**config.mk**
```make
export PLATFORM = sky130hd
export DESIGN_NAME = dio_port_overcurrent_ctrl
export DESIGN_NICKNAME = d
export VERILOG_FILES = /design/src/logic/dio_pkg.sv /design/src/logic/oc_filter.sv /design/src/logic/dio_port_overcurrent_ctrl.sv
export SDC_FILE = /design/constraint.sdc
export NUM_CORES = 1
export LEC_CHECK = 0
export BUFFER_PORTS_ARGS = -buffer_cell sky130_fd_sc_hd__buf_2
export CAP_MARGIN = 40
export CORE_AREA = 2 2 172 174
export CTS_CLUSTER_DIAMETER = 60
export DETAILED_ROUTE_END_ITERATION = 8
export DIE_AREA = 0 0 174 176
export PLACE_DENSITY_LB_ADDON = 0.12
export SYNTH_ARGS = -nofsm -noshare
export SYNTH_HDL_FRONTEND = slang
export SYNTH_SLANG_ARGS = --single-unit
```
**constraint.sdc**
```tcl
create_clock -name ref_clk -period 5.1 [get_ports ref_clk]
set_input_delay 0.765 -clock ref_clk [delete_from_list [all_inputs] [get_ports ref_clk]]
set_output_delay 0.765 -clock ref_clk [all_outputs]
set_load 0.01 [all_outputs]
```
**src/logic/dio_pkg.sv**
```systemverilog
// Package with constants and carriers for the digital I/O port controller
package dio_pkg;

  localparam int NUM_PORTS = 8;
  localparam int PORT_WIDTH = 8;

  // Reference voltage selections
  typedef enum logic [2:0] {
    REF_NONE,
    REF_3V3,
    REF_5V,
    REF_12V,
    REF_24V,
    REF_USER,
    REF_LV_EMU,
    REF_TTL_EMU
  } ref_sel_t;

  // Timing of the over-current filter
  localparam int CLK_FREQ_HZ = 20_000_000;
  localparam real OC_FILTER_US = 12.8;
  localparam real OC_SHUTOFF_US = 20.0;
  // Least time: fault must persist strictly longer, so round up
  localparam int OC_FILTER_CYCLES = int'($ceil(OC_FILTER_US * CLK_FREQ_HZ / 1.0E6));
  // Longest time: round down
  localparam int OC_SHUTOFF_CYCLES = int'($floor(OC_SHUTOFF_US * CLK_FREQ_HZ / 1.0E6));

  // Reset values
  localparam logic [7:0] OUT_DATA_RESET = 8'hFF;
  localparam logic PORT_DIR_RESET = 1'h0;
  localparam logic PORT_POL_RESET = 1'h0;

  // Per-port configuration carried together
  typedef struct packed {
    logic dir_out;
    logic pol_rev;
    ref_sel_t ref_sel;
  } port_cfg_t;

  // Per-port pull-up and reference enables toward the analog switches
  typedef struct packed {
    logic weak_pullup;
    logic lv_pullup;
    logic ttl_pullup;
    ref_sel_t ref_sel;
  } port_analog_t;

endpackage

```
**src/logic/oc_filter.sv**
```systemverilog
// Over-current filter and latched fault flag for one port
`timescale 1ns/100ps
module oc_filter
  import dio_pkg::*;
#(
  parameter int FILTER_CYCLES = OC_FILTER_CYCLES
)
(
  // Clock and reset
  input wire logic ref_clk,
  input wire logic sys_rst,
  // Fault sense and software clear
  input wire logic sense,
  input wire logic clear,
  // Latched fault
  output logic fault
);

  localparam int CW = $clog2(FILTER_CYCLES + 2);

  // A zero filter would trip on one sensed edge
  if (FILTER_CYCLES < 1)
  begin : g_bad_filter
    $error("FILTER_CYCLES must be at least 1");
  end

  logic [CW-1:0] run_count;

  // Count consecutive sensed cycles; any gap restarts the filter
  always_ff @(posedge ref_clk)
  begin
    if (sys_rst || !sense || clear)
    begin
      run_count <= '0;
    end
    else if (!fault && run_count <= CW'(FILTER_CYCLES))
    begin
      run_count <= run_count + CW'(1);
    end
  end

  // Trip once persistence exceeds the filter time; set wins over clear
  always_ff @(posedge ref_clk)
  begin
    if (sys_rst)
    begin
      fault <= 1'b0;
    end
    else if (sense && !fault && run_count >= CW'(FILTER_CYCLES))
    begin
      fault <= 1'b1;
    end
    else if (clear)
    begin
      fault <= 1'b0;
    end
  end

endmodule // oc_filter

```
**src/logic/dio_port_overcurrent_ctrl.sv**
```systemverilog
// Eight-port digital I/O controller with per-port over-current protection
`timescale 1ns/100ps
module dio_port_overcurrent_ctrl
  import dio_pkg::*;
#(
  parameter int NPORTS = NUM_PORTS,
  parameter int FILTER_CYCLES = OC_FILTER_CYCLES
)
(
  // Clock and reset
  input wire logic ref_clk,
  input wire logic sys_rst,
  // Software configuration writes
  input wire logic cfg_wr,
  input wire logic [2:0] cfg_port,
  input wire port_cfg_t cfg_data,
  // Software data writes
  input wire logic data_wr,
  input wire logic [2:0] data_port,
  input wire logic [7:0] data_value,
  // Software over-current clear, one bit per port
  input wire logic [NPORTS-1:0] oc_clear,
  // Channel sensing
  input wire logic [NPORTS*8-1:0] line_above_upper_input_threshold,
  input wire logic [NPORTS*8-1:0] line_below_lower_input_threshold,
  input wire logic [NPORTS*8-1:0] channel_overcurrent,
  // Channel drive and analog switches
  output logic [NPORTS*8-1:0] pulldown_on,
  output port_analog_t [NPORTS-1:0] port_reference_voltage,
  // Status toward software
  output logic [NPORTS*8-1:0] read_data,
  output logic [NPORTS-1:0] oc_status,
  output port_cfg_t [NPORTS-1:0] cfg_status,
  output logic cfg_refused
);

  // Port index is three bits wide, so no more than eight ports can be addressed
  if (NPORTS < 1 || NPORTS > 8)
  begin : g_bad_nports
    $error("NPORTS must be 1 to 8");
  end

  // A zero filter would trip on a single sensed edge and defeat the transient guard
  if (FILTER_CYCLES < 1)
  begin : g_bad_filter
    $error("FILTER_CYCLES must be at least 1");
  end

  // Emulation selections need output direction
  function automatic logic is_emu(input ref_sel_t s);
    return (s == REF_LV_EMU) || (s == REF_TTL_EMU);
  endfunction

  // Address decode shared by the configuration and data strobes
  function automatic logic port_hit(input logic strobe, input logic [2:0] idx, input int p);
    return strobe && (idx == 3'(p));
  endfunction

  // Per-port state; out_data keeps logical data, polarity is applied on the way out
  port_cfg_t [NPORTS-1:0] cfg;
  logic [NPORTS-1:0][7:0] out_data;
  logic [NPORTS-1:0] oc_fault_vec;

  // Refuse input direction together with emulation
  assign cfg_refused = cfg_wr && is_emu(cfg_data.ref_sel) && !cfg_data.dir_out;

  // Status views are the live registers, no extra copy
  assign cfg_status = cfg;
  assign oc_status = oc_fault_vec;

  genvar p;
  generate
    for (p = 0; p < NPORTS; p++)
    begin : g_port
      logic hit_cfg;
      logic hit_data;
      logic any_oc;
      logic [7:0] drive_bits;
      logic [7:0] hyst;

      // Strobe decode; a refused configuration touches no port
      assign hit_cfg = port_hit(cfg_wr, cfg_port, p) && !cfg_refused;
      assign hit_data = port_hit(data_wr, data_port, p);
      // One sensed channel is enough to start the port filter
      assign any_oc = |channel_overcurrent[p*8 +: 8];

      // Port configuration register
      always_ff @(posedge ref_clk)
      begin
        if (sys_rst)
        begin
          cfg[p] <= '{dir_out: PORT_DIR_RESET, pol_rev: PORT_POL_RESET,
                      ref_sel: REF_NONE};
        end
        else if (hit_cfg)
        begin
          cfg[p] <= cfg_data;
        end
      end

      // Output data register, kept across faults so recovery restores it
      always_ff @(posedge ref_clk)
      begin
        if (sys_rst)
        begin
          out_data[p] <= OUT_DATA_RESET;
        end
        else if (hit_cfg && (cfg_data.ref_sel != cfg[p].ref_sel ||
                 (is_emu(cfg[p].ref_sel) && cfg_data.dir_out != cfg[p].dir_out)))
        begin
          out_data[p] <= OUT_DATA_RESET;
        end
        else if (hit_data && cfg[p].dir_out)
        begin
          // Stored as written, so a later polarity change flips the lines
          out_data[p] <= data_value;
        end
      end

      oc_filter #(
        .FILTER_CYCLES(FILTER_CYCLES)
      ) u_oc (
        .ref_clk(ref_clk),
        .sys_rst(sys_rst),
        .sense(any_oc),
        .clear(oc_clear[p]),
        .fault(oc_fault_vec[p])
      );

      // Polarity applied at the driver, so it acts on data already stored
      assign drive_bits = out_data[p] ^ {8{cfg[p].pol_rev}};

      // Pull-down drive; a fault or input direction releases the whole port
      always_ff @(posedge ref_clk)
      begin
        if (sys_rst || !cfg[p].dir_out || oc_fault_vec[p])
        begin
          pulldown_on[p*8 +: 8] <= 8'h00;
        end
        else
        begin
          pulldown_on[p*8 +: 8] <= ~drive_bits;
        end
      end

      // Pull-up selection follows the reference setting
      always_ff @(posedge ref_clk)
      begin
        if (sys_rst)
        begin
          port_reference_voltage[p] <= '{weak_pullup: 1'b1, lv_pullup: 1'b0,
                                         ttl_pullup: 1'b0, ref_sel: REF_NONE};
        end
        else
        begin
          port_reference_voltage[p].ref_sel <= cfg[p].ref_sel;
          port_reference_voltage[p].lv_pullup <= cfg[p].ref_sel == REF_LV_EMU;
          port_reference_voltage[p].ttl_pullup <= cfg[p].ref_sel == REF_TTL_EMU;
          port_reference_voltage[p].weak_pullup <= !is_emu(cfg[p].ref_sel);
        end
      end

      // Hysteresis: hold state between thresholds
      // Upper comparator wins if both fire; lines idle high on the weak pull-up
      always_ff @(posedge ref_clk)
      begin
        if (sys_rst)
        begin
          hyst <= 8'hFF;
        end
        else
        begin
          for (int b = 0; b < 8; b++)
          begin
            if (line_above_upper_input_threshold[p*8+b])
            begin
              hyst[b] <= 1'b1;
            end
            else if (line_below_lower_input_threshold[p*8+b])
            begin
              hyst[b] <= 1'b0;
            end
          end
        end
      end

      // Read data reflects the pins with polarity applied
      always_ff @(posedge ref_clk)
      begin
        if (sys_rst)
        begin
          read_data[p*8 +: 8] <= 8'hFF;
        end
        else
        begin
          read_data[p*8 +: 8] <= hyst ^ {8{cfg[p].pol_rev}};
        end
      end
    end
  endgenerate

endmodule // dio_port_overcurrent_ctrl

```
==> results_dict.tcl, run 1 <==
set metrics [dict create \
    clock_skew_ns 0.0144 \
    numClockSinks 424 \
    top_level_ports 448 \
    yosys.cell_types.count 51 \
    hold_depth 2 \
    post_synth_inst_count 1740 \
    synth.avg_cell_area_um2 9.14 \
    fin_tns_setup_ns 0 \
    most-common-layout-cells "446 x sky130_fd_sc_hd__buf_2, 424 x sky130_fd_sc_hd__dfxtp_1, 245 x sky130_fd_sc_hd__nand2_1" \
    floorplan_die_height_um 176 \
    busiest_layer "met2" \
    grt_use_met3 0.0627 \
    area_delta_synth_final_pct 24.9 \
    vias_in_the_first_global_route 12504 \
    initial_core_util 0.557 \
    cts_hold_buf 0 \
    maxCapViolations 0 \
    mappedNetlistArea_um2 15900 \
    min_period_ns 2.80 \
    clock_path_buffers 3 \
    min_to "g_port[5].hyst[1]$_SDFFE_PP1P_" \
    tritoncts "yes" \
    grt_max_degree 68 \
    global_route.usage.total 0.260 \
    cp_num_buf_inv 2 \
    detail_route.vias_per_cell 5.09 \
    r2r_slack_ns 2.98 \
    placement.cell_area_um2 18400 \
    floorplan.die_area_um2 30600 \
    postLayoutSetupSlackWorst_ns 2.30 \
    synth-edff-count 0 \
    layoutNonFillerInstCount 2579 \
    final_layout_size_suffix_gt1_frac 0.252 \
    detailroute.via_count 13133 \
    synth_warnings 0 \
    insertion_delay_ns 0.54 \
    crit_fanout 17 \
    routedWlPerCell_um 16.0 \
    cts_inserted_buffers 43 \
    timing.final.hold_violations 0 \
    rows 62 \
    final_min_period_over_clock_period 0.549 \
    ant_nets 0 \
    dpl.cell_count 2498 \
    cp-start-kind "input pin" \
    power.density_cell_area_nw_per_um2 356 \
    capture_instance_of_the_worst_register_to_register_path "g_port[2].u_oc.run_count[2]$_SDFFE_PP0P_" \
    drc 0 \
    globalRouteMet1Util 0.317 \
    path_clk_slew_ns 0.06 \
    rsz_0062_raised_after_global_routing "false" \
    synth_nets 1979 \
    timing_worst_setup_path_type "input pin to output port" \
    path_common_cell "sky130_fd_sc_hd__buf_2" \
    postCtsSetupBuffers 0 \
    finalCoreUtilization 0.696 \
    timing_max_transition_violations_final 0 \
    required_time_at_the_worst_slack_endpoint_ns 4.34 \
    die_width_um 174 \
    worstSetupEndpointType "output port" \
    p_leak_uw 0.00898 \
    clockRootBuffer "sky130_fd_sc_hd__clkbuf_16" \
    grtUsageMet2 0.455 \
    grt_remaining_overflow 0 \
    dpl.hpwl_mm 30.0 \
    hold_path_startpoint "line_below_lower_input_threshold[41]" \
    cts_htree_levels 2 \
    crit_path_top_delay_cell "sky130_fd_sc_hd__and3b_1" \
    cts-resized-gates 0 \
    layout.cells.most_common "sky130_fd_sc_hd__buf_2" \
    core_footprint_um2 28500 \
    place.port_buffers 447 \
    status "finished clean" \
    worst-r2r-cell-count 6 \
    synth.yosys.seq_area_share 0.534 \
    first_iter_violations 804 \
    worst_slack_placed_ns 2.23 \
    synthArstFlopShare 0 \
    setup-violations-final 0 \
    drt_pass1_iterations 5 \
    grt_first_pass_wirelength_mm 64.1 \
    max-vdd-ir-drop_v 0.000312 \
    synth-seq-cells 424 \
    min_path_type "input pin to flip-flop" \
    critical-path-max-stage-delay_ns 0.56 \
    postRouteWirelength_mm 41.3 \
    timing.slew.headroom 0.381 \
    postSynth.topFlopCell "sky130_fd_sc_hd__dfxtp_1" \
    critical_path.top_delay_family "simple AND/OR/NAND/NOR gates" \
    num-nets-final 2398 \
    crit_arrival_ns 2.03 \
    antenna_found_initial 2 \
    gpl.final_weighted_congestion 0.835 \
    timing.fmax_ghz 0.357 \
    finish.instance_area_um2 19900 \
    worst-slew-pin-transition_ns 0.927 \
    num-fill-cells 2346 \
    timing.rr.start "g_port[2].u_oc.run_count[0]$_SDFFE_PP0P_" \
    crit_path_cell_trace "buf_2, and3b_1, and2_1, buf_2" \
]
-- Yosys cell counts (7+ instances only) --
library cell	instances	share of area
sky130_fd_sc_hd__nor2b_1	27	0.011
sky130_fd_sc_hd__nor4_1	18	0.0071
sky130_fd_sc_hd__nand3_1	91	0.029
sky130_fd_sc_hd__dfxtp_1	424	0.53
sky130_fd_sc_hd__clkbuf_1	47	0.011
sky130_fd_sc_hd__o21ai_0	79	0.025
sky130_fd_sc_hd__xor2_1	84	0.046
sky130_fd_sc_hd__nor4bb_1	7	0.0044
sky130_fd_sc_hd__buf_1	22	0.0052
sky130_fd_sc_hd__and3_1	18	0.0071
sky130_fd_sc_hd__a31oi_1	11	0.0043
sky130_fd_sc_hd__nand4_1	15	0.0059
sky130_fd_sc_hd__mux2i_1	41	0.026
sky130_fd_sc_hd__nor3_1	14	0.0044
sky130_fd_sc_hd__nor2_1	241	0.057
sky130_fd_sc_hd__ha_1	16	0.013
sky130_fd_sc_hd__xnor2_1	115	0.063
sky130_fd_sc_hd__a21oi_1	30	0.0094
sky130_fd_sc_hd__nand2b_1	9	0.0035
sky130_fd_sc_hd__nand2_1	245	0.058
sky130_fd_sc_hd__inv_1	87	0.021
sky130_fd_sc_hd__buf_4	9	0.0042
sky130_fd_sc_hd__and4_1	8	0.0044
-- layer usage --
layer | routed length [um] | share of wire
met2 | 20200 | 0.49
met4 | 1180 | 0.028
met3 | 3190 | 0.077
met5 | 13 | 0.00031
met1 | 16700 | 0.40
-- area by class of cell --
class                   instances  area (um2)  area share
diodes                          2        5.00    0.000252
clock buffers                  55        1190      0.0600
clock inverters                24         295      0.0149
flip-flops and latches        424        8490       0.427
multi-input cells            1143        6700       0.337
well taps                     384         480      0.0242
repair buffers                459        2370       0.120
inverters                      88         330      0.0166
-- worst max path at each step --
stage,start,end,slack (ns),cells after the start
after detailed placement,cfg_data[4],out_data[23]$_SDFFE_PP1P_,2.23,5
after global placement,cfg_data[1],cfg_refused,2.34,4
after CTS,cfg_data[1],cfg_refused,2.32,4
after floorplan,cfg_data[2],out_data[10]$_SDFFE_PP1P_,2.86,7
after global routing,cfg_data[1],cfg_refused,2.25,4
final,cfg_data[1],cfg_refused,2.30,4
-- cells by family after synthesis --
kind of cell,count (synthesis),synth area share
xor+xnor,199,0.110
simple gates,736,0.216
mux,41,0.0258
flops,424,0.534
buf+inv,173,0.0451
compound gates,151,0.0577
fa+ha+maj,16,0.0126
-- registers in the layout, summed over array words and instances (netlist names) --
register	cells
g_port.u_oc.run_count	72
out_data	64
pulldown_on	64
g_port.hyst	64
cfg_status	40
port_reference_voltage	48
read_data	64
g_port.u_oc.fault	8
-- stage by stage --
step           hold WS [ns]  total power (uW)
5_1_grt               0.375              7310
6_report              0.393              7070
3_3_place_gp          0.465              3870
2_1_floorplan         0.453              3700
3_5_place_dp          0.468              3880
4_1_cts               0.375              7120
-- power by group --
| part | switching, uW | internal (uW) |
|---|---|---|
| Sequential | 42.5 | 3370 |
| Clock | 1300 | 1960 |
| Combinational | 214 | 176 |
-- worst reg2reg max path, cell delays in order (launching register included) --
cell	delay (ns)
sky130_fd_sc_hd__dfxtp_1	0.33
sky130_fd_sc_hd__inv_1	0.08
sky130_fd_sc_hd__ha_1	0.14
sky130_fd_sc_hd__or4b_2	0.60
sky130_fd_sc_hd__o41ai_1	0.55
sky130_fd_sc_hd__a31oi_1	0.19
sky130_fd_sc_hd__nor3_1	0.15
Power figures use the tool's default switching activity.
==> run 2: changes to the inputs <==
--- a/config.mk
+++ b/config.mk
@@ -7,10 +7,9 @@
 export LEC_CHECK = 0
 export BUFFER_PORTS_ARGS = -buffer_cell sky130_fd_sc_hd__buf_2
 export CAP_MARGIN = 40
-export CORE_AREA = 2 2 172 174
+export CORE_UTILIZATION = 47
 export CTS_CLUSTER_DIAMETER = 60
 export DETAILED_ROUTE_END_ITERATION = 8
-export DIE_AREA = 0 0 174 176
 export PLACE_DENSITY_LB_ADDON = 0.12
 export SYNTH_ARGS = -nofsm -noshare
 export SYNTH_HDL_FRONTEND = slang
==> constraint.sdc (replaced) <==
create_clock -name ref_clk -period 2.5 [get_ports ref_clk]
set_input_delay 0.375 -clock ref_clk [delete_from_list [all_inputs] [get_ports ref_clk]]
set_output_delay 0.375 -clock ref_clk [all_outputs]
set_load 0.01 [all_outputs]
==> run 2 against run 1 <==
Against the previous run: final cell count rose by 4.9%; critical path depth up 2; largest power group unchanged; combinational power increased by 130%; highest routed layer unchanged; critical endpoint is now g_port[4].u_oc.run_count[0]$_SDFFE_PP0P_; sequential power grew 100%; sequential share of layout area down 1.4 points; largest cell class unchanged.
==> results_dict.tcl, run 2 (synthesized netlist as in run 1, its figures left out) <==
set metrics [dict create \
    floorplan_die_height_um 186 \
    met2_wirelength_mm 20.8 \
    gpl.final_weighted_congestion 0.839 \
    clock_skew_ns 0.0169 \
    cts_inserted_buffers 44 \
    crit_arrival_ns 2.52 \
    detail_route.vias_per_cell 4.90 \
    timing.fmax_ghz 0.487 \
    finalCoreUtilization 0.615 \
    grt_max_degree 67 \
    drt_pass1_iterations 5 \
    detailroute.via_count 13260 \
    antenna_found_initial 4 \
    clockRootBuffer "sky130_fd_sc_hd__clkbuf_16" \
    power.density_cell_area_nw_per_um2 706 \
    path_clk_slew_ns 0.06 \
    timing.slew.headroom 0.483 \
    routed.top_layer "met5" \
    drc 0 \
    routedWlPerCell_um 15.7 \
    insertion_delay_ns 0.54 \
    cp-start-kind "flip-flop" \
    hold_slack_ns 0.0195 \
    worst-slew-pin-transition_ns 0.774 \
    worstSetupEndpointType "flip-flop" \
    timing.final.hold_violations 0 \
    first_iter_violations 605 \
    global_route.usage.total 0.239 \
    largest-register "g_port.u_oc.run_count" \
    final_min_period_over_clock_period 0.822 \
    dpl.hpwl_mm 30.2 \
    vias_in_the_first_global_route 12319 \
    required_time_at_the_worst_slack_endpoint_ns 2.97 \
    timing_worst_setup_path_type "flip-flop to flip-flop" \
    grt_remaining_overflow 0 \
    ant_nets 0 \
    met3WireLength_mm 2.95 \
    status "finished clean" \
    top_level_ports 448 \
    rows 67 \
    min_period_ns 2.05 \
    clock_path_buffers 3 \
    final_layout_size_suffix_gt1_frac 0.247 \
    crit_fanout 4 \
    postCtsSetupBuffers 0 \
    area_delta_synth_final_pct 29.2 \
    most-common-layout-cells "446 x sky130_fd_sc_hd__buf_2, 424 x sky130_fd_sc_hd__dfxtp_1, 245 x sky130_fd_sc_hd__nand2_1" \
    flip_flop_count_of_the_largest_register_after_layout 72 \
    worst_slack_placed_ns 0.348 \
    met1_wirelength_mm 17.8 \
    cts_hold_buf 56 \
    initial_core_util 0.476 \
    postLayoutSetupSlackWorst_ns 0.446 \
    postRouteWirelength_mm 42.5 \
    fin_tns_setup_ns 0 \
    p_leak_uw 0.00924 \
    core_footprint_um2 33400 \
    layout.cells.most_common "sky130_fd_sc_hd__buf_2" \
    numClockSinks 424 \
    floorplan.die_area_um2 34600 \
    num-nets-final 2464 \
    cts_htree_levels 2 \
    grt_first_pass_wirelength_mm 64.7 \
    setup-violations-final 0 \
    cts-resized-gates 0 \
    tritoncts "yes" \
    timing_max_transition_violations_final 0 \
    max-vdd-ir-drop_v 0.000451 \
    min_path_type "input pin to flip-flop" \
    place.port_buffers 447 \
    die_width_um 186 \
    maxCapViolations 0 \
    rsz_0062_raised_after_global_routing "false" \
]
-- run 2: area by class of cell --
| cell class | count | area (um2) |
|---|---|---|
| Sequential cell | 424 | 8490 |
| Antenna cell | 2 | 5.00 |
| Timing Repair Buffer | 524 | 3000 |
| Tap cell | 448 | 561 |
| Clock inverter | 17 | 215 |
| Clock buffer | 60 | 1260 |
| Fill cell | 2964 | 12900 |
| Inverter | 88 | 330 |
| Multi-Input combinational cell | 1143 | 6700 |
-- run 2: worst max-delay path: stages (launching register included) --
cell                      delay (ns)
sky130_fd_sc_hd__dfxtp_1        0.34
sky130_fd_sc_hd__inv_1          0.08
sky130_fd_sc_hd__ha_1           0.14
sky130_fd_sc_hd__or4b_2         0.61
sky130_fd_sc_hd__o41ai_1        0.51
sky130_fd_sc_hd__nand3_1        0.15
sky130_fd_sc_hd__a21oi_1        0.16
-- run 2: path summary, 6_finish.rpt --
kind	start	endpoint	slack [ns]	cells past startpoint
setup / recovery	g_port[4].u_oc.run_count[0]$_SDFFE_PP0P_	g_port[4].u_oc.run_count[0]$_SDFFE_PP0P_	0.45	6
setup reg to reg	g_port[4].u_oc.run_count[0]$_SDFFE_PP0P_	g_port[4].u_oc.run_count[0]$_SDFFE_PP0P_	0.45	6
hold / removal	line_below_lower_input_threshold[30]	g_port[3].hyst[6]$_SDFFE_PP1P_	0.02	2
hold reg to reg	g_port[6].hyst[0]$_SDFFE_PP1P_	g_port[6].hyst[0]$_SDFFE_PP1P_	0.47	2
-- run 2: per-stage QoR --
stage	cell area (um2)	power, uW	std cells
after detailed placement	18500	7930	2571
after floorplan	15900	7540	1740
final	20600	14500	2706
after global routing	20600	15000	2704
after global placement	18500	7910	2571
after CTS	20600	14600	2704
-- run 2: layer usage --
| metal | track usage | vias up |
|---|---|---|
| met5 | 0 | - |
| met4 | 0.0649 | 4 |
| met3 | 0.0648 | 62 |
| met2 | 0.410 | 376 |
| met1 | 0.293 | 6196 |
| li1 | - | 6622 |
-- run 2: power by group --
part / switching, uW / internal, uW / total [uW]
logic: 456 / 427 / 883
clock network: 2610 / 4040 / 6650
registers: 85.7 / 6880 / 6970
total: 3160 / 11300 / 14500
